==> src/hw/coad_pkg.sv <==
package coad_pkg;

    // ------------------------------------------------------------
    // Widths
    // ------------------------------------------------------------
    localparam int AW = 16;
    localparam int DW = 8;

    // ------------------------------------------------------------
    // Opcode layout: op in high nibble, mode in low bits
    // ------------------------------------------------------------
    localparam int OP_HI = 7;
    localparam int OP_LO = 4;
    localparam int MODE_HI = 2;
    localparam int F_YSEL = 3;
    localparam int F_SENSE = 3;
    localparam int F_JR_LOW = 0;

    typedef enum logic [3:0] {
        OP_LD = 4'h0,
        OP_CP = 4'h1,
        OP_BIT_CMP = 4'h2,
        OP_AND = 4'h3,
        OP_OR = 4'h4,
        OP_XOR = 4'h5,
        OP_ADD = 4'h6,
        OP_ADC = 4'h7,
        OP_SUB = 4'h8,
        OP_SBC = 4'h9,
        OP_ZERO = 4'hA,
        OP_LDX = 4'hB,
        OP_LDY = 4'hC,
        OP_BTJ = 4'hD,
        OP_JRI = 4'hE,
        OP_RET = 4'hF
    } coad_op_t;

    typedef enum logic [2:0] {
        M_IMM = 3'h0,
        M_DIRS = 3'h1,
        M_DIRL = 3'h2,
        M_IDX0 = 3'h3,
        M_IDXS = 3'h4,
        M_IDXL = 3'h5,
        M_INDS = 3'h6,
        M_INDL = 3'h7
    } coad_mode_t;

    typedef enum logic [3:0] {
        S_FETCH = 4'h0,
        S_WAIT = 4'h1,
        S_OPC = 4'h2,
        S_A1 = 4'h3,
        S_A2 = 4'h4,
        S_P1 = 4'h5,
        S_P2 = 4'h6,
        S_BIT = 4'h7,
        S_REL = 4'h8,
        S_EXEC = 4'h9,
        S_POP = 4'hA
    } coad_state_t;

    // ------------------------------------------------------------
    // Condition code bits and reset values
    // ------------------------------------------------------------
    localparam int CC_C = 0;
    localparam int CC_Z = 1;
    localparam int CC_N = 2;
    localparam int CC_I = 3;
    localparam int CC_H = 4;
    localparam logic [7:0] CC_RST = 8'h08;
    localparam logic [7:0] SP_RST = 8'hFF;
    localparam logic [7:0] STK_HI = 8'h01;
    localparam logic [15:0] PC_RST = 16'h0000;

    // ------------------------------------------------------------
    // Stack pop order on interrupt return
    // ------------------------------------------------------------
    localparam logic [2:0] POP_CC = 3'h0;
    localparam logic [2:0] POP_A = 3'h1;
    localparam logic [2:0] POP_X = 3'h2;
    localparam logic [2:0] POP_PCH = 3'h3;
    localparam logic [2:0] POP_LAST = 3'h4;

endpackage : coad_pkg

==> src/hw/coad_alu_if.sv <==
`timescale 1ns/1ps
interface coad_alu_if;
    import coad_pkg::*;
    coad_op_t op;
    logic [DW-1:0] a;
    logic [DW-1:0] m;
    logic cin;
    logic hin;
    logic [DW-1:0] res;
    logic h;
    logic n;
    logic z;
    logic c;
    logic wa;
    modport core(output op, a, m, cin, hin, input res, h, n, z, c, wa);
    modport alu(input op, a, m, cin, hin, output res, h, n, z, c, wa);
endinterface : coad_alu_if

==> src/hw/coad_alu.sv <==
`timescale 1ns/1ps
module coad_alu (
    coad_alu_if.alu u // Operands in, result and flags out
);
    import coad_pkg::*;

    logic [DW:0] sum;
    logic [4:0] hs;
    logic ci;

    // Result, carries and accumulator write flag
    always_comb begin
        ci = (u.op == OP_ADC || u.op == OP_SBC) ? u.cin : 1'b0;
        sum = '0;
        hs = '0;
        u.res = u.m;
        u.c = u.cin;
        u.h = u.hin;
        u.wa = 1'b0;
        unique case (u.op)
            OP_LD: u.wa = 1'b1;
            OP_AND: begin
                u.res = u.a & u.m;
                u.wa = 1'b1;
            end
            OP_OR: begin
                u.res = u.a | u.m;
                u.wa = 1'b1;
            end
            OP_XOR: begin
                u.res = u.a ^ u.m;
                u.wa = 1'b1;
            end
            OP_BIT_CMP: u.res = u.a & u.m;
            OP_CP, OP_SUB, OP_SBC: begin
                sum = {1'b0, u.a} - {1'b0, u.m} - {{DW{1'b0}}, ci};
                u.res = sum[DW-1:0];
                u.c = sum[DW];
                u.wa = (u.op != OP_CP);
            end
            OP_ADD, OP_ADC: begin
                hs = {1'b0, u.a[3:0]} + {1'b0, u.m[3:0]} + {4'h0, ci};
                sum = {1'b0, u.a} + {1'b0, u.m} + {{DW{1'b0}}, ci};
                u.res = sum[DW-1:0];
                u.c = sum[DW];
                u.h = hs[4];
                u.wa = 1'b1;
            end
            OP_ZERO: begin
                u.res = '0;
                u.wa = 1'b1;
            end
            OP_LDX, OP_LDY, OP_BTJ, OP_JRI, OP_RET: u.res = u.m;
        endcase
        u.n = u.res[DW-1];
        u.z = (u.res == '0);
    end

endmodule : coad_alu

==> src/hw/coad_core.sv <==
// Behaviour
// - Immediate instruction: opcode byte, then the literal operand byte.
// - Direct short: one address byte, operand at 00 to FF.
// - Direct long: two bytes after opcode form a 16-bit address.
// - Indexed: address is unsigned X or Y plus offset; no offset gives 00-FF.
// - Indexed short: one offset byte plus index, up to 1FE.
// - Indexed long: 16-bit offset from two bytes plus index.
// - Indirect: byte after opcode addresses a pointer read from memory.
// - Indirect short: one-byte pointer, operand at 00 to FF.
// - Indirect long: two-byte pointer read at the byte pointer address.
// - Bit compare ANDs A with memory, keeps A, updates N and Z.
// - Branch if bit clear: bit into carry, jump when bit is 0.
// - Branch if bit set: bit into carry, jump when bit is 1.
// - Two branches jump on interrupt pin high or low.
`timescale 1ns/1ps
module coad_core #(
    parameter logic [15:0] PC_START = coad_pkg::PC_RST // Reset fetch address
) (
    input wire logic clk, // Core clock, 250 MHz
    input wire logic reset, // Synchronous reset, active high
    input wire logic irq_pin, // External interrupt pin, asynchronous
    input wire logic [coad_pkg::DW-1:0] mem_rdata, // Read data, cycle after
    output logic [coad_pkg::AW-1:0] mem_addr, // Memory address
    output logic mem_rd, // Read strobe
    output logic mem_wr, // Write strobe
    output logic [coad_pkg::DW-1:0] mem_wdata, // Write data
    output logic [coad_pkg::DW-1:0] acc, // Accumulator
    output logic [coad_pkg::DW-1:0] cc // Condition codes
);
    import coad_pkg::*;

    coad_state_t state_r, state_nxt, ret_r, ret_nxt;
    logic [AW-1:0] pc_r, pc_nxt, addr_r, addr_nxt, ea_w, ea_v, off_w;
    logic [DW-1:0] sp_r, sp_nxt, a_r, a_nxt, x_r, x_nxt, y_r, y_nxt;
    logic [DW-1:0] cc_r, cc_nxt, ir_r, ir_nxt, tmp_r, tmp_nxt;
    logic [DW-1:0] wd_r, wd_nxt, opc, idx_w, and_w;
    logic [2:0] cnt_r, cnt_nxt;
    logic take_r, take_nxt, rd_r, rd_nxt, wr_r, wr_nxt, go, bit_w;
    logic irq_s1_r, irq_s2_r, irq_s3_r, irq_lvl_r, irq_lvl_nxt;
    coad_op_t op_w;
    coad_mode_t mode_w;
    coad_alu_if alu_bus ();

    // ------------------------------------------------------------
    // Decode and helpers
    // ------------------------------------------------------------
    assign opc = (state_r == S_OPC) ? mem_rdata : ir_r;
    assign op_w = coad_op_t'(opc[OP_HI:OP_LO]);
    assign mode_w = coad_mode_t'(opc[MODE_HI:0]);
    assign idx_w = opc[F_YSEL] ? y_r : x_r;
    assign bit_w = mem_rdata[ir_r[MODE_HI:0]];
    assign and_w = a_r & mem_rdata;

    // Offset for the index adder per fetch stage
    always_comb begin
        off_w = '0;
        if (state_r == S_A2) begin
            off_w = {tmp_r, mem_rdata};
        end else if (state_r == S_A1) begin
            off_w = {{(AW-DW){1'b0}}, mem_rdata};
        end
    end

    coad_ea_add #(.AW(AW), .IW(DW)) u_ea (
        .idx(idx_w),
        .off(off_w),
        .ea(ea_w)
    );

    assign alu_bus.op = op_w;
    assign alu_bus.a = a_r;
    assign alu_bus.m = mem_rdata;
    assign alu_bus.cin = cc_r[CC_C];
    assign alu_bus.hin = cc_r[CC_H];

    coad_alu u_alu (
        .u(alu_bus.alu)
    );

    // ------------------------------------------------------------
    // Interrupt pin synchroniser and filter
    // ------------------------------------------------------------
    always_comb begin
        irq_lvl_nxt = (irq_s2_r == irq_s3_r) ? irq_s3_r : irq_lvl_r;
    end

    always_ff @(posedge clk) begin
        if (reset) begin
            irq_s1_r <= 1'b0;
            irq_s2_r <= 1'b0;
            irq_s3_r <= 1'b0;
            irq_lvl_r <= 1'b0;
        end else begin
            irq_s1_r <= irq_pin;
            irq_s2_r <= irq_s1_r;
            irq_s3_r <= irq_s2_r;
            irq_lvl_r <= irq_lvl_nxt;
        end
    end

    // ------------------------------------------------------------
    // Fetch, address and execute sequencer
    // ------------------------------------------------------------
    always_comb begin
        state_nxt = state_r;
        ret_nxt = ret_r;
        pc_nxt = pc_r;
        sp_nxt = sp_r;
        a_nxt = a_r;
        x_nxt = x_r;
        y_nxt = y_r;
        cc_nxt = cc_r;
        ir_nxt = ir_r;
        tmp_nxt = tmp_r;
        take_nxt = take_r;
        cnt_nxt = cnt_r;
        rd_nxt = 1'b0;
        wr_nxt = 1'b0;
        addr_nxt = addr_r;
        wd_nxt = wd_r;
        go = 1'b0;
        ea_v = ea_w;
        unique case (state_r)
            S_FETCH: begin
                rd_nxt = 1'b1;
                addr_nxt = pc_r;
                pc_nxt = pc_r + 16'h0001;
                ret_nxt = S_OPC;
                state_nxt = S_WAIT;
            end
            S_WAIT: state_nxt = ret_r;
            S_OPC: begin
                ir_nxt = mem_rdata;
                if (op_w == OP_RET) begin
                    rd_nxt = 1'b1;
                    addr_nxt = {STK_HI, sp_r + 8'h01};
                    sp_nxt = sp_r + 8'h01;
                    cnt_nxt = POP_CC;
                    ret_nxt = S_POP;
                    state_nxt = S_WAIT;
                end else if (op_w == OP_ZERO && mode_w == M_IMM) begin
                    a_nxt = '0;
                    cc_nxt[CC_N] = 1'b0;
                    cc_nxt[CC_Z] = 1'b1;
                    state_nxt = S_FETCH;
                end else if (mode_w == M_IDX0 && op_w != OP_BTJ
                        && op_w != OP_JRI) begin
                    go = 1'b1;
                end else begin
                    rd_nxt = 1'b1;
                    addr_nxt = pc_r;
                    pc_nxt = pc_r + 16'h0001;
                    take_nxt = irq_lvl_r ^ mem_rdata[F_JR_LOW];
                    state_nxt = S_WAIT;
                    if (op_w == OP_JRI) begin
                        ret_nxt = S_REL;
                    end else if (mode_w == M_IMM && op_w != OP_BTJ) begin
                        ret_nxt = S_EXEC;
                    end else begin
                        ret_nxt = S_A1;
                    end
                end
            end
            S_A1: begin
                tmp_nxt = mem_rdata;
                if (op_w == OP_BTJ) begin
                    rd_nxt = 1'b1;
                    addr_nxt = {{(AW-DW){1'b0}}, mem_rdata};
                    ret_nxt = S_BIT;
                    state_nxt = S_WAIT;
                end else begin
                    unique case (mode_w)
                        M_DIRL, M_IDXL: begin
                            rd_nxt = 1'b1;
                            addr_nxt = pc_r;
                            pc_nxt = pc_r + 16'h0001;
                            ret_nxt = S_A2;
                            state_nxt = S_WAIT;
                        end
                        M_INDS, M_INDL: begin
                            rd_nxt = 1'b1;
                            addr_nxt = {{(AW-DW){1'b0}}, mem_rdata};
                            ret_nxt = S_P1;
                            state_nxt = S_WAIT;
                        end
                        M_IDXS: go = 1'b1;
                        default: begin
                            go = 1'b1;
                            ea_v = {{(AW-DW){1'b0}}, mem_rdata};
                        end
                    endcase
                end
            end
            S_A2: begin
                go = 1'b1;
                if (mode_w == M_DIRL) begin
                    ea_v = {tmp_r, mem_rdata};
                end
            end
            S_P1: begin
                if (mode_w == M_INDL) begin
                    rd_nxt = 1'b1;
                    addr_nxt = {{(AW-DW){1'b0}}, tmp_r} + 16'h0001;
                    tmp_nxt = mem_rdata;
                    ret_nxt = S_P2;
                    state_nxt = S_WAIT;
                end else begin
                    go = 1'b1;
                    ea_v = {{(AW-DW){1'b0}}, mem_rdata};
                end
            end
            S_P2: begin
                go = 1'b1;
                ea_v = {tmp_r, mem_rdata};
            end
            S_EXEC: begin
                if (alu_bus.wa) begin
                    a_nxt = alu_bus.res;
                end
                if (op_w == OP_LDX) begin
                    x_nxt = mem_rdata;
                end
                if (op_w == OP_LDY) begin
                    y_nxt = mem_rdata;
                end
                cc_nxt[CC_H] = alu_bus.h;
                cc_nxt[CC_N] = alu_bus.n;
                cc_nxt[CC_Z] = alu_bus.z;
                cc_nxt[CC_C] = alu_bus.c;
                state_nxt = S_FETCH;
            end
            S_BIT: begin
                cc_nxt[CC_C] = bit_w;
                take_nxt = (bit_w == ir_r[F_SENSE]);
                rd_nxt = 1'b1;
                addr_nxt = pc_r;
                pc_nxt = pc_r + 16'h0001;
                ret_nxt = S_REL;
                state_nxt = S_WAIT;
            end
            S_REL: begin
                if (take_r) begin
                    pc_nxt = pc_r + {{(AW-DW){mem_rdata[DW-1]}}, mem_rdata};
                end
                state_nxt = S_FETCH;
            end
            S_POP: begin
                unique case (cnt_r)
                    POP_CC: cc_nxt = mem_rdata;
                    POP_A: a_nxt = mem_rdata;
                    POP_X: x_nxt = mem_rdata;
                    POP_PCH: pc_nxt = {mem_rdata, pc_r[DW-1:0]};
                    default: pc_nxt = {pc_r[AW-1:DW], mem_rdata};
                endcase
                if (cnt_r == POP_LAST) begin
                    state_nxt = S_FETCH;
                end else begin
                    rd_nxt = 1'b1;
                    addr_nxt = {STK_HI, sp_r + 8'h01};
                    sp_nxt = sp_r + 8'h01;
                    cnt_nxt = cnt_r + 3'h1;
                    state_nxt = S_WAIT;
                end
            end
        endcase
        // Operand address ready: clear writes, others read
        if (go) begin
            addr_nxt = ea_v;
            if (op_w == OP_ZERO) begin
                wr_nxt = 1'b1;
                wd_nxt = '0;
                cc_nxt[CC_N] = 1'b0;
                cc_nxt[CC_Z] = 1'b1;
                state_nxt = S_FETCH;
            end else begin
                rd_nxt = 1'b1;
                ret_nxt = S_EXEC;
                state_nxt = S_WAIT;
            end
        end
    end

    always_ff @(posedge clk) begin
        if (reset) begin
            state_r <= S_FETCH;
            ret_r <= S_FETCH;
            pc_r <= PC_START;
            sp_r <= SP_RST;
            a_r <= '0;
            x_r <= '0;
            y_r <= '0;
            cc_r <= CC_RST;
            ir_r <= '0;
            tmp_r <= '0;
            take_r <= 1'b0;
            cnt_r <= POP_CC;
            rd_r <= 1'b0;
            wr_r <= 1'b0;
            addr_r <= '0;
            wd_r <= '0;
        end else begin
            state_r <= state_nxt;
            ret_r <= ret_nxt;
            pc_r <= pc_nxt;
            sp_r <= sp_nxt;
            a_r <= a_nxt;
            x_r <= x_nxt;
            y_r <= y_nxt;
            cc_r <= cc_nxt;
            ir_r <= ir_nxt;
            tmp_r <= tmp_nxt;
            take_r <= take_nxt;
            cnt_r <= cnt_nxt;
            rd_r <= rd_nxt;
            wr_r <= wr_nxt;
            addr_r <= addr_nxt;
            wd_r <= wd_nxt;
        end
    end

    assign mem_addr = addr_r;
    assign mem_rd = rd_r;
    assign mem_wr = wr_r;
    assign mem_wdata = wd_r;
    assign acc = a_r;
    assign cc = cc_r;

    // ------------------------------------------------------------
    // Checks
    // ------------------------------------------------------------
    property p_imm;
        @(posedge clk) disable iff (reset)
        (state_r == S_OPC && mode_w == M_IMM && op_w < OP_ZERO)
        |=> (rd_r && addr_r == $past(pc_r)) ##1 state_r == S_EXEC;
    endproperty
    a_imm: assert property (p_imm) else $error("imm fetch");

    property p_dirs;
        @(posedge clk) disable iff (reset)
        (state_r == S_A1 && mode_w == M_DIRS && op_w < OP_ZERO)
        |=> rd_r && addr_r == {8'h00, $past(mem_rdata)};
    endproperty
    a_dirs: assert property (p_dirs) else $error("dir short");

    property p_dirl;
        @(posedge clk) disable iff (reset)
        (state_r == S_A2 && mode_w == M_DIRL && op_w < OP_ZERO)
        |=> addr_r == {$past(tmp_r), $past(mem_rdata)};
    endproperty
    a_dirl: assert property (p_dirl) else $error("dir long");

    property p_idxs;
        @(posedge clk) disable iff (reset)
        (state_r == S_A1 && mode_w == M_IDXS && op_w < OP_ZERO)
        |=> addr_r == {8'h00, $past(idx_w)} + {8'h00, $past(mem_rdata)};
    endproperty
    a_idxs: assert property (p_idxs) else $error("idx short");

    property p_inds;
        @(posedge clk) disable iff (reset)
        (state_r == S_P1 && mode_w == M_INDS && op_w < OP_ZERO)
        |=> addr_r == {8'h00, $past(mem_rdata)};
    endproperty
    a_inds: assert property (p_inds) else $error("ind short");

    property p_bitcmp;
        @(posedge clk) disable iff (reset)
        (state_r == S_EXEC && op_w == OP_BIT_CMP)
        |=> a_r == $past(a_r) && cc_r[CC_Z] == ($past(and_w) == 8'h00)
        && cc_r[CC_N] == $past(and_w[DW-1]);
    endproperty
    a_bitcmp: assert property (p_bitcmp) else $error("bit compare");

    property p_bit;
        @(posedge clk) disable iff (reset)
        (state_r == S_BIT) |=> cc_r[CC_C] == $past(bit_w)
        && take_r == ($past(bit_w) == $past(ir_r[F_SENSE]));
    endproperty
    a_bit: assert property (p_bit) else $error("bit test");

    property p_jri;
        @(posedge clk) disable iff (reset)
        (state_r == S_OPC && op_w == OP_JRI)
        |=> take_r == ($past(irq_lvl_r) ^ $past(mem_rdata[F_JR_LOW]));
    endproperty
    a_jri: assert property (p_jri) else $error("pin branch");

    property p_zero_a;
        @(posedge clk) disable iff (reset)
        (state_r == S_OPC && op_w == OP_ZERO && mode_w == M_IMM)
        |=> a_r == 8'h00 && !cc_r[CC_N] && cc_r[CC_Z];
    endproperty
    a_zero_a: assert property (p_zero_a) else $error("clear");

    property p_int_ret;
        @(posedge clk) disable iff (reset)
        (state_r == S_POP && cnt_r == POP_LAST)
        |=> pc_r[7:0] == $past(mem_rdata) && state_r == S_FETCH;
    endproperty
    a_int_ret: assert property (p_int_ret) else $error("stack return");

endmodule : coad_core

==> src/hw/coad_ea_add.sv <==
`timescale 1ns/1ps
module coad_ea_add #(
    parameter int AW = 16, // Address width
    parameter int IW = 8 // Index register width
) (
    input wire logic [IW-1:0] idx, // Selected index register
    input wire logic [AW-1:0] off, // Offset from the instruction
    output logic [AW-1:0] ea // Effective address
);
    // Unsigned index plus offset, wraps in the address space
    assign ea = off + {{(AW-IW){1'b0}}, idx};
endmodule : coad_ea_add

==> config.mk <==
export PLATFORM = sky130hd
export DESIGN_NAME = coad_core
export DESIGN_NICKNAME = d
export VERILOG_FILES = /design/src/hw/coad_pkg.sv /design/src/hw/coad_alu_if.sv /design/src/hw/coad_alu.sv /design/src/hw/coad_core.sv /design/src/hw/coad_ea_add.sv
export SDC_FILE = /design/constraint.sdc
export NUM_CORES = 1
export LEC_CHECK = 0
export ABC_AREA = 0
export BUFFER_PORTS_ARGS = -buffer_cell sky130_fd_sc_hd__buf_2
export CAP_MARGIN = 20
export CORE_MARGIN = 2
export CORE_UTILIZATION = 60
export CTS_BUF_LIST = sky130_fd_sc_hd__clkbuf_8
export CTS_CLUSTER_SIZE = 16
export DETAILED_ROUTE_END_ITERATION = 10
export HOLD_SLACK_MARGIN = 0.08
export PLACE_DENSITY = 0.79
export SLEW_MARGIN = 5
export SYNTH_ARGS = -nofsm -noshare
export SYNTH_HDL_FRONTEND = slang
export SYNTH_HIERARCHICAL = 1
export SYNTH_SLANG_ARGS = --single-unit
==> constraint.sdc <==
create_clock -name clk -period 7 [get_ports clk]
set_input_delay 0.35 -clock clk [delete_from_list [all_inputs] [get_ports clk]]
set_output_delay 0.35 -clock clk [all_outputs]
set_load 0.02 [all_outputs]
# Word level (Yosys, flattened, before mapping)
# Index checks and enable logic that the tools add are counted.
# W data, S select, Z words.
[classes]
bitwise = 5
n_eq_ne = 67
addsub = 12
mux = 100
magnitude_cmp = 1
reduce_logical = 45
[op_table]
columns = ["operator", "n"]
rows = [
  ["$mux W16", 18],
  ["$pmux W16 S5", 2],
  ["$mux W8", 12],
  ["$mux W4", 16],
  ["$pmux W16 S2", 2],
  ["$pmux W16 S4", 1],
  ["$pmux W8 S2", 3],
  ["$pmux W8 S6", 1],
  ["$eq A4 B4 Y1 const B", 11],
  ["$eq A4 B3 Y1 const B", 8],
  ["$pmux W4 S7", 1],
  ["$mux W1", 24],
  ["$pmux W8 S3", 1],
  ["$ne A2 B2 Y1 const B", 11],
  ["$pmux W4 S5", 1],
  ["$reduce_and A9 Y1", 2],
  ["$add A16 B1 Y16 const B", 1],
  ["$add A16 B16 Y16", 1],
  ["$add A16 B8 Y16", 1],
  ["$eq A4 B2 Y1 const B", 4],
  ["$ne A2 B1 Y1 const B", 8],
  ["$ne A4 B4 Y1 const B", 4],
  ["$reduce_or A2 Y1", 8],
  ["$eq A3 B3 Y1 const B", 5],
  ["55 further kinds", 84],
]
[totals]
wordCells = 253
output_inout_bits = 42
register_bits = 106

# Depth between registers and ports, before layout
# Gate-level depths: netlist of run 1.
[logic_depth]
ltp_word = 12
ltp_mapped = 22

# Cells and area by module
# The synthesis of run 1 kept the hierarchy.
[by_module_without_submodules]
columns = ["mod", "area_per_inst_um2", "instances", "seq_area_each_um2", "cells_each"]
rows = [
  ["coad_core", 6872.8, 1, 2122.0, 848],
  ["coad_alu", 1696.6, 1, 0.0, 236],
  ["coad_ea_add", 506.7, 1, 0.0, 58],
]

# Worst setup path after synthesis of run 1
# OpenSTA, ideal clock, no wires.
[synth_path]
kind = "register -> register"
start = "reg state_r[3]"
end = "reg cc_r[1], in the netlist cc[1]"
setup_ns = 0.074
n_path_buf = 3
setup_slack_ns = 2.099
synth_period_minus_slack_ns = 4.901
t_required_ns = 6.926
stages_incl_launch_ff = 21
arrival_ns = 4.827
cell_sequence = "dfxtp_1 > buf_6 > buf_2 > nor4b_4 > clkbuf_1 > nand2_1 > nand2_1 > inv_1 > or3_2 > o21ai_0 > nand3_1 > fa_1 > fa_1 > o21a_1 > nor3_1 > nor3_1 > o32a_1 > or4_1 > nor4_2 > a221oi_1 > a31oi_1"
[synth_via]
elab_chain_cells = 11
elab_cells_between_ends = 54
cone_classes = "2 x add/sub; 26 x eq/ne; 15 x mux; 11 x reduce/logical"
[synth_rtl]
columns = ["item", "line", "rtl"]
rows = [
  ["from (decl)", "coad_core.sv:32", "coad_state_t state_r, state_nxt, ret_r, ret_nxt;"],
  ["from (signal assigned)", "coad_core.sv:302", "state_r <= state_nxt;"],
  ["$eq A4 B2 Y1 *", "coad_core.sv:47", "assign opc = (state_r == S_OPC) ? mem_rdata : ir_r;"],
  ["$mux W8 *", "-", ""],
  ["$eq A4 B3 Y1 or $eq A4 B4 Y1 (tied branches)", "-", ""],
  ["$logic_or A1 B1 Y1", "coad_alu.sv:13", "ci = (u.op == OP_ADC || u.op == OP_SBC) ? u.cin : 1'b0;"],
  ["$mux W1", "coad_alu.sv:13", ""],
  ["$add A9 B1 Y9 or $sub A9 B1 Y9 (tied branches)", "coad_alu.sv:43, coad_alu.sv:36", ""],
  ["$pmux W8 S6 *", "coad_alu.sv:20", "unique case (u.op)"],
  ["via alu_bus.res[4]", "coad_alu_if.sv:9", "logic [DW-1:0] res;"],
  ["$logic_not A8 Y1 *", "coad_alu.sv:56", "u.z = (u.res == '0);"],
  ["via alu_bus.z", "coad_alu_if.sv:12", "logic z;"],
  ["$pmux W2 S3 *", "coad_core.sv:123", "unique case (state_r)"],
  ["$mux W2", "coad_core.sv:269", "if (op_w == OP_ZERO) begin"],
  ["$mux W2 *", "coad_core.sv:267", "if (go) begin"],
  ["to (signal assigned)", "coad_core.sv:309", "cc_r <= cc_nxt;"],
  ["to (decl)", "coad_core.sv:35", "logic [DW-1:0] cc_r, cc_nxt, ir_r, ir_nxt, tmp_r, tmp_nxt;"],
]
# Mark *: on every way through the listed nets, which the timed path passes. The rest lies on a longest branch.
# A chain may end at the register's enable or synchronous reset.

# Worst setup path after layout of run 1
# Ends and elaborated chain as after synthesis.

==> results of run 1 <==
layout make-up:
class / instances / area (um^2) / share of cell area, %
tap: 184 / 230 / 2.43
timing repair buffer: 60 / 349 / 3.68
sequential: 106 / 2120 / 22.4
clock inverter: 5 / 67.6 / 0.713
inverter: 47 / 176 / 1.86
clock buffer: 10 / 138 / 1.45
multi-input combinational: 917 / 6390 / 67.5
flip-flops by register name, indices dropped and copies added (netlist names):
register,count
x_r,8
acc,8
sp_r,8
pc_r,16
cnt_r,3
irq_s2_r,1
ret_r,4
irq_lvl_r,1
tmp_r,8
state_r,4
mem_rd,1
ir_r,8
take_r,1
mem_wr,1
irq_s3_r,1
mem_addr,16
cc,8
y_r,8
irq_s1_r,1
stage by stage:
stage                     power [uW]  setup WS [ns]  hold slack, ns  utilization, %
after CTS                       1680           1.23           0.155            64.4
after floorplan                 1140           2.10           0.414               -
after detailed placement        1270           1.28           0.427            63.0
final                           1690           1.12           0.164            64.7
after global routing            1780          0.807           0.156            64.7
after global placement          1260           1.44           0.424            63.0
power by group:
part	leakage (uW)	switching, uW	internal [uW]
registers	0.000861	53.9	650
logic	0.00294	351	224
clock network	0.000106	234	180
layout by cell type, fill, tap and decap left out, types with 18 or more instances in the layout:
master    Yosys  final
a211oi_1     22     21
a21oi_1      85     85
a221o_1      21     21
a22oi_1      24     24
and2_1       19     19
and3_1       18     18
buf_2        10     45
dfxtp_1     106    106
ha_1         60     60
inv_1        47     47
mux2i_1      34     34
nand2_1      75     75
nand3_1      38     38
nor2_1      116    116
nor2b_1      23     23
nor3_1       34     34
o21ai_0      52     52
xnor2_1      29     29
cells by family (layout without fill, tap and decap cells):
logic type | after synthesis | in the layout | synth area share, %
multiplexers | 48 | 48 | 5.86
flip-flops | 106 | 106 | 23.4
other | 1 | 8 | 0.0413
AND/OR/NAND/NOR | 410 | 410 | 23.7
buffers and inverters | 126 | 122 | 6.55
AO/OA/AOI/OAI | 340 | 340 | 26.5
XOR/XNOR | 45 | 45 | 4.34
adder cells (fa/ha/maj) | 66 | 66 | 9.59
metal layers:
layer  vias up  track usage (%)
li1       4174                -
met3        71             4.10
met5         -                0
met4         0             13.0
met1      4166             44.0
met2       436             53.6
worst paths after layout:
path	depth (start not counted)	slack, ns	startpoint	endpoint
min reg2reg	1	0.45	irq_s1_r$_SDFF_PP0_	irq_s2_r$_SDFF_PP0_
max	18	1.12	state_r[3]$_SDFFE_PP0P_	cc[1]$_SDFF_PP0_
min	2	0.16	irq_pin	irq_s1_r$_SDFF_PP0_
max reg2reg	18	1.12	state_r[3]$_SDFFE_PP0P_	cc[1]$_SDFF_PP0_
worst max-delay path, cell delays in order, from the launching register on:
cell,delay [ns]
dfxtp_1,0.32
buf_4,0.23
or4b_4,0.74
mux2i_1,0.35
inv_1,0.40
or3_2,0.62
o21ai_0,0.10
nand3_1,0.16
inv_1,0.13
fa_1,0.46
ha_1,0.20
o21ai_0,0.38
a21o_1,0.17
a21oi_1,0.06
o32a_1,0.35
or4_1,0.55
nor4_2,0.19
a221oi_1,0.18
a31oi_1,0.21
==> flow_summary.yaml, run 1 <==
timing:
  fin_crit_ns: 5.88
  slew_headroom_pct: 24.5
  rsz0062_at_grt: "no"
  fmax_ghz: 0.170
  clock_skew_ns: 0.00959
  worst_pin_slew_ns: 1.13
  totalNegativeSetupSlack_ns: 0
  final_max_slew_viol_count: 0
  final_hold_viol_count: 0
  period_share_pct: 84.0
  setup_viol: 0
clock_tree:
  cts_sinks: 106
  clk_latency_ns: 0.40
  cts_htree_levels: 3
  cts_buffers: 9
  cts_tree: "yes"
  path_clk_slew_ns: 0.11
  root_buffer: "clkbuf_8"
  clockBufferDepth: 2
  cts_hold_buf: 0
  post-cts-setup-buffers: 0
  cts.repair.resized: 0
die:
  io_pins: 53
  core_area_mm2: 0.0146
  start_util_pct: 62.0
  row_count: 44
  die_area_mm2: 0.0161
  die_h_um: 127
  die_x_um: 127
detailed_routing:
  detail_route.wl_per_cell_um: 20.1
  drc_errors: 0
  wl_met3_mm: 2.14
  drt_pass1_iterations: 6
  met1Wirelength_mm: 11.4
  viasPerCell: 6.66
  wl_met2_mm: 12.2
  finalWirelength_mm: 26.7
  vias: 8847
  drtIter0Drc: 1119
  top_layer: "met4"
  drtAntennaViolNets: 0
pwr:
  p_leak_uw: 0.00391
  powerDensity_mw_per_mm2: 179
  irDropWorstVdd_uv: 108
synth:
  yosysSeqAreaShare_pct: 23.4
  yosysMostFrequentCell: "nor2_1"
  ys_seq_elements: 106
  yosys_warnings: 6
  yosys-top-cells-count: "116 x nor2_1, 106 x dfxtp_1, 85 x a21oi_1"
  avgSynthCellArea_um2: 7.95
  synth_area_mm2: 0.00908
  yosysTopAreaCellShare_pct: 23.4
  yosys-top-cells-area: "dfxtp_1 23%, ha_1 8.3%, nor2_1 4.8%"
  synth_ff_type: "dfxtp_1"
  synth_largest_area_cell: "dfxtp_1"
  syn_inst: 1142
  synth_cell_type_count: 101
  synthArstFlopShare_pct: 0
  synth_edf_count: 0
worst_setup_path:
  path_class: "register to register"
  critPathArrivalTime_ns: 6.21
  end_kind: "register"
  start_kind: "register"
  cp_data_required_time_ns: 7.33
  crit_fanout: 35
finish:
  stdcell_count: 1329
  diodes: 0
  nets: 1218
  nFillCells: 1283
  post-route-cell-area_mm2: 0.00947
  layout-drive-gt1-share_pct: 11.8
  area_growth_pct: 4.38
placed_design:
  io_buffers: 44
  placed_cells: 1309
  dpl_cell_area_mm2: 0.00922
  hpwl_mm: 18.9
  gp_congestion: 1.05
hold_path:
  hold_path_class: "input port to register"
global_routing:
  track_usage_pct: 32.7
  grt_first_pass_wirelength_mm: 42.5
  antenna_found_initial: 0
  grt_max_degree: 70
  overflow: 0
  grt_pass1_vias: 8104
run:
  drv_cap: 0
outcome:
  status: "complete, no violations"
Note: power is estimated with default switching activity, not from simulation.
==> run 2, diff against run 1 <==
==> constraint.sdc (replaced) <==
create_clock -name clk -period 5.7 [get_ports clk]
set_input_delay 0.285 -clock clk [delete_from_list [all_inputs] [get_ports clk]]
set_output_delay 0.285 -clock clk [all_outputs]
set_load 0.02 [all_outputs]
==> run 2 against run 1 <==
  * Sequential share of layout area down 0.083 points
  * Count of clock-buffer cells in the layout down 1
  * Sequential cell count unchanged
  * Die area unchanged
  * Largest cell class unchanged
==> flow_summary.yaml, run 2 (synthesis gave the netlist of run 1 again) <==
placed_design:
  preCtsSetupSlack_ns: 0.646
  io_buffers: 44
  gp_congestion: 0.992
  hpwl_mm: 19.2
timing:
  clock_skew_ns: 0.0144
  worst_hold_slack_ns: 0.0878
  setup_viol: 0
  totalNegativeSetupSlack_ns: 0
  fin_crit_ns: 5.17
  slew_headroom_pct: 23.5
  final_hold_viol_count: 0
  fmax_ghz: 0.193
  worst_pin_slew_ns: 1.14
  layout_setup_ws_ns: 0.531
  period_share_pct: 90.7
  rsz0062_at_grt: "no"
  final_max_slew_viol_count: 0
clock_tree:
  post-cts-setup-buffers: 0
  path_clk_slew_ns: 0.12
  cts_tree: "yes"
  cts_htree_levels: 3
  clk_latency_ns: 0.41
  cts_sinks: 106
  cts_hold_buf: 0
  root_buffer: "clkbuf_8"
  cts_buffers: 9
  cts.repair.resized: 0
  clockBufferDepth: 2
detailed_routing:
  detail_route.wl_per_cell_um: 20.1
  drt_pass1_iterations: 5
  drtIter0Drc: 1121
  viasPerCell: 6.66
  drc_errors: 0
  vias: 8883
  drtAntennaViolNets: 0
  finalWirelength_mm: 26.9
global_routing:
  grt_pass1_vias: 7884
  grt_max_degree: 49
  track_usage_pct: 32.7
  antenna_found_initial: 0
  overflow: 0
  grt_first_pass_wirelength_mm: 42.0
finish:
  layout-drive-gt1-share_pct: 12.2
  diodes: 0
  mostFrequentLayoutCells: "116 x nor2_1, 106 x dfxtp_1, 85 x a21oi_1"
  final_common_cell: "nor2_1"
  area_growth_pct: 4.77
  nets: 1222
  nFillCells: 1284
die:
  die_area_mm2: 0.0161
  die_h_um: 127
  row_count: 44
  start_util_pct: 62.0
  die_x_um: 127
  core_area_mm2: 0.0146
  io_pins: 53
hold_path:
  hold_depth: 2
  hold_path_end: "irq_s1_r$_SDFF_PP0_"
  worstHoldStart: "irq_pin"
  hold_path_class: "input port to register"
worst_setup_path:
  critPathArrivalTime_ns: 5.49
  crit_fanout: 21
  end_kind: "register"
  rr_worst_depth: 18
  path_delay_family: "simple AND/OR/NAND/NOR gates"
  r2r_end: "cc[1]$_SDFF_PP0_"
  worstReg2RegStart: "state_r[3]$_SDFFE_PP0P_"
  cp_data_required_time_ns: 6.02
  critPathMostFrequentCell: "inv_1"
  rrSetupSlack_ns: 0.53
  slowest_delay_ns: 0.70
  path_class: "register to register"
  critPathBufInv: 3
  critPathSlowestCell: "or4b_4"
  cp_cell_sequence: "or4b_4 > mux2i_1 > inv_1 > inv_1 > or3_2 > o21ai_0 > nand3_1 > inv_1 > fa_1 > ha_1 > o21ai_0 > a21o_1 > a21oi_1 > o32a_1 > or4_1 > nor4_2 > a221oi_1 > a31oi_1"
  start_kind: "register"
outcome:
  status: "complete, no violations"
pwr:
  p_leak_uw: 0.00393
  irDropWorstVdd_uv: 126
  powerDensity_mw_per_mm2: 218
run:
  drv_cap: 0
-- run 2: through the flow --
stage / total power (uW) / instance area [um^2] / util [%] / cells
after CTS: 2060 / 9490 / 64.8 / 1332
final: 2070 / 9510 / 64.9 / 1334
after global routing: 2170 / 9510 / 64.9 / 1334
after floorplan: 1410 / 9100 / - / 1149
after detailed placement: 1570 / 9280 / 63.3 / 1316
after global placement: 1560 / 9280 / 63.3 / 1316
-- run 2: worst max path at each step --
| stage | start | endpoint | cells after the start |
|---|---|---|---|
| finish | state_r[3]$_SDFFE_PP0P_ | cc[1]$_SDFF_PP0_ | 18 |
| floorplan | state_r[3]$_SDFFE_PP0P_ | cc[1]$_SDFF_PP0_ | 20 |
| global route | state_r[3]$_SDFFE_PP0P_ | cc[1]$_SDFF_PP0_ | 18 |
| CTS | state_r[3]$_SDFFE_PP0P_ | cc[1]$_SDFF_PP0_ | 18 |
| detailed placement | state_r[3]$_SDFFE_PP0P_ | cc[1]$_SDFF_PP0_ | 18 |
| global placement | state_r[3]$_SDFFE_PP0P_ | cc[1]$_SDFF_PP0_ | 18 |
-- run 2: layout make-up --
cell class,instances,area [um^2],share of cell area [%]
Multi-Input combinational cell,917,6390,67.2
Sequential cell,106,2120,22.3
Timing Repair Buffer,64,374,3.93
Tap cell,184,230,2.42
Inverter,47,176,1.86
Clock buffer,9,124,1.30
Clock inverter,7,91.3,0.961
-- run 2: metal layers --
layer  wire length [um]  global-route usage [%]  vias to the layer above
li1                   -                       -                     4185
met1              11400                    44.4                     4132
met2              12100                    52.2                      495
met3               2400                    4.86                       71
met4                998                    13.7                        0
met5                  0                       0                        -
-- run 2: where the power goes --
group | switching, uW | internal (uW) | total, uW | leakage [uW]
clock network | 322 | 180 | 502 | 0.000108
registers | 67.4 | 799 | 866 | 0.000861
logic | 425 | 277 | 702 | 0.00296
total | 814 | 1260 | 2070 | 0.00393
==> run 3, diff against run 2 <==
--- a/config.mk
+++ b/config.mk
@@ -9,12 +9,12 @@
 export BUFFER_PORTS_ARGS = -buffer_cell sky130_fd_sc_hd__buf_2
 export CAP_MARGIN = 20
 export CORE_MARGIN = 2
-export CORE_UTILIZATION = 60
-export CTS_BUF_LIST = sky130_fd_sc_hd__clkbuf_8
+export CORE_UTILIZATION = 57
+export CTS_BUF_LIST = sky130_fd_sc_hd__clkbuf_4 sky130_fd_sc_hd__clkbuf_8 sky130_fd_sc_hd__clkbuf_16
 export CTS_CLUSTER_SIZE = 16
 export DETAILED_ROUTE_END_ITERATION = 10
 export HOLD_SLACK_MARGIN = 0.08
-export PLACE_DENSITY = 0.79
+export PLACE_DENSITY = 0.78
 export SLEW_MARGIN = 5
 export SYNTH_ARGS = -nofsm -noshare
 export SYNTH_HDL_FRONTEND = slang
==> constraint.sdc (replaced) <==
create_clock -name clk -period 4.15 [get_ports clk]
set_input_delay 0.2075 -clock clk [delete_from_list [all_inputs] [get_ports clk]]
set_output_delay 0.2075 -clock clk [all_outputs]
set_load 0.02 [all_outputs]
==> run 3 against run 2 <==
  * The flow now finishes with violations (setup timing)
  * Core utilization down 0.14 points
  * Global-route usage grew 1.2 points
  * Critical path type unchanged
  * Sequential share of layout area is 1.5 points lower
  * Largest cell class unchanged
  * Critical path depth grew 2
==> flow_summary.yaml, run 3 (synthesis gave the netlist of run 1 again) <==
finish:
  final_common_cell: "nor2_1"
  mostFrequentLayoutCells: "114 x nor2_1, 105 x dfxtp_1, 83 x a21oi_1"
  stdcell_count: 1408
  area_growth_pct: 12.2
  layout-drive-gt1-share_pct: 18.2
  nets: 1264
  diodes: 0
global_routing:
  antenna_found_initial: 0
  track_usage_pct: 33.9
  grt_max_degree: 48
  overflow: 0
  grt_pass1_vias: 8240
  grt_first_pass_wirelength_mm: 44.5
outcome:
  status: "finished, violations left"
  violations: "setup timing"
timing:
  setup_viol: 5
  clock_skew_ns: 0.00873
  totalNegativeSetupSlack_ns: -0.545
  final_max_slew_viol_count: 0
  worst_hold_slack_ns: 0.202
  fmax_ghz: 0.229
  worst_pin_slew_ns: 1.20
  fin_crit_ns: 4.36
  slew_headroom_pct: 19.5
  final_hold_viol_count: 0
  period_share_pct: 105
  rsz0062_at_grt: "yes"
  layout_setup_ws_ns: -0.213
detailed_routing:
  drtIter0Drc: 1079
  drtAntennaViolNets: 0
  drt_pass1_iterations: 8
  drc_errors: 0
  finalWirelength_mm: 29.0
  detail_route.wl_per_cell_um: 20.6
  vias: 9144
  viasPerCell: 6.49
worst_setup_path:
  worstReg2RegStart: "state_r[3]$_SDFFE_PP0P_"
  crit_fanout: 4
  path_class: "register to register"
  critPathArrivalTime_ns: 4.57
  startpoint: "state_r[3]$_SDFFE_PP0P_"
  r2r_end: "cc[1]$_SDFF_PP0_"
  end_kind: "register"
  start_kind: "register"
  critPathSlowestCell: "or4b_4"
  rr_worst_depth: 20
  endpoint: "cc[1]$_SDFF_PP0_"
  rrSetupSlack_ns: -0.21
  slowest_delay_ns: 0.61
  cp_data_required_time_ns: 4.36
  critPathMostFrequentCell: "inv_2"
  cp_cell_sequence: "or4b_4 > mux2i_4 > inv_2 > inv_4 > or3_4 > o21ai_2 > nand3_2 > inv_2 > fa_2 > inv_2 > ha_4 > o21ai_4 > buf_6 > a311o_1 > or3_1 > a31oi_1 > a31o_2 > nor4_4 > a221oi_2 > a31oi_1"
die:
  core_area_mm2: 0.0157
  die_x_um: 130
  start_util_pct: 57.8
  io_pins: 53
  die_area_mm2: 0.0169
  row_count: 46
  die_h_um: 130
placed_design:
  gp_congestion: 0.970
  placed_cells: 1378
  io_buffers: 44
  hpwl_mm: 20.5
clock_tree:
  cts_tree: "yes"
  cts_buffers: 9
  root_buffer: "clkbuf_16"
  cts_htree_levels: 3
  cts_sinks: 106
  clk_latency_ns: 0.37
  clockBufferDepth: 2
  path_clk_slew_ns: 0.08
hold_path:
  hold_path_class: "input port to register"
  worstHoldStart: "mem_rdata[6]"
pwr:
  p_leak_uw: 0.00420
  powerDensity_mw_per_mm2: 318
  irDropWorstVdd_uv: 237
run:
  drv_cap: 0
[run 3: cell types whose count changed in the layout (fill, tap and decap cells not counted), moves of 4 or more]
cell	delta
fa_2	+4
o21ai_0	-4
buf_4	+38
clkbuf_16	+9
inv_1	-6
fa_1	-4
clkbuf_8	-9
inv_2	+5
[run 3: layout make-up]
type | count | area, um^2
Multi-Input combinational cell | 917 | 6590
Fill cell | 1392 | 5530
Sequential cell | 106 | 2120
Timing Repair Buffer | 106 | 703
Tap cell | 216 | 270
Clock buffer | 9 | 225
Inverter | 47 | 179
Clock inverter | 7 | 95.1
[run 3: through the flow]
step	util, %	worst slack (ns)	power (uW)	cell area, um^2
2_1_floorplan	-	-0.336	1950	9190
3_3_place_gp	61.1	-0.187	2210	9600
3_5_place_dp	61.1	-0.263	2220	9600
4_1_cts	63.9	-0.250	3170	10000
5_1_grt	64.8	-0.370	3380	10200
6_report	64.8	-0.213	3240	10200
[run 3: how the worst min path moves through the flow]
| stage | to | slack, ns | depth (start not counted) |
|---|---|---|---|
| floorplan | irq_s1_r$_SDFF_PP0_ | 0.34 | 1 |
| global placement | irq_s2_r$_SDFF_PP0_ | 0.42 | 1 |
| detailed placement | irq_s1_r$_SDFF_PP0_ | 0.43 | 2 |
| CTS | ir_r[6]$_SDFF_PP0_ | 0.17 | 3 |
| global route | ir_r[6]$_SDFF_PP0_ | 0.22 | 3 |
| finish | ir_r[6]$_SDFF_PP0_ | 0.20 | 3 |
[run 3: timing repair]
| item | in CTS | in global routing |
|---|---|---|
| gates resized for setup | 13 | 25 |
| buffers inserted | 8 | 6 |
| hold buffers | 1 | 0 |
| hold endpoints to repair | 1 | 0 |
| setup endpoints to repair | 4 | 20 |
| pin swaps | 15 | 25 |
[run 3: per-layer routing]
| layer | wire [um] | vias to the layer above | global-route usage [%] |
|---|---|---|---|
| met2 | 13500 | 429 | 55.3 |
| met4 | 899 | 0 | 12.1 |
| li1 | - | 4263 | - |
| met5 | 0 | - | 0 |
| met1 | 12300 | 4403 | 45.6 |
| met3 | 2200 | 49 | 5.08 |
[run 3: worst max-delay path, delay by kind of cell, from the launching register on]
kind | cells | cell delay (ns)
compound gates | 7 | 1.14
fa+ha+maj | 2 | 0.60
buf+inv | 5 | 0.43
flops | 1 | 0.33
mux | 1 | 0.23
simple gates | 5 | 1.47
[run 3: report_power, final]
| part | internal (uW) | switching [uW] |
|---|---|---|
| clock | 488 | 453 |
| combinational | 458 | 660 |
| sequential | 1100 | 79.2 |
| total | 2040 | 1190 |
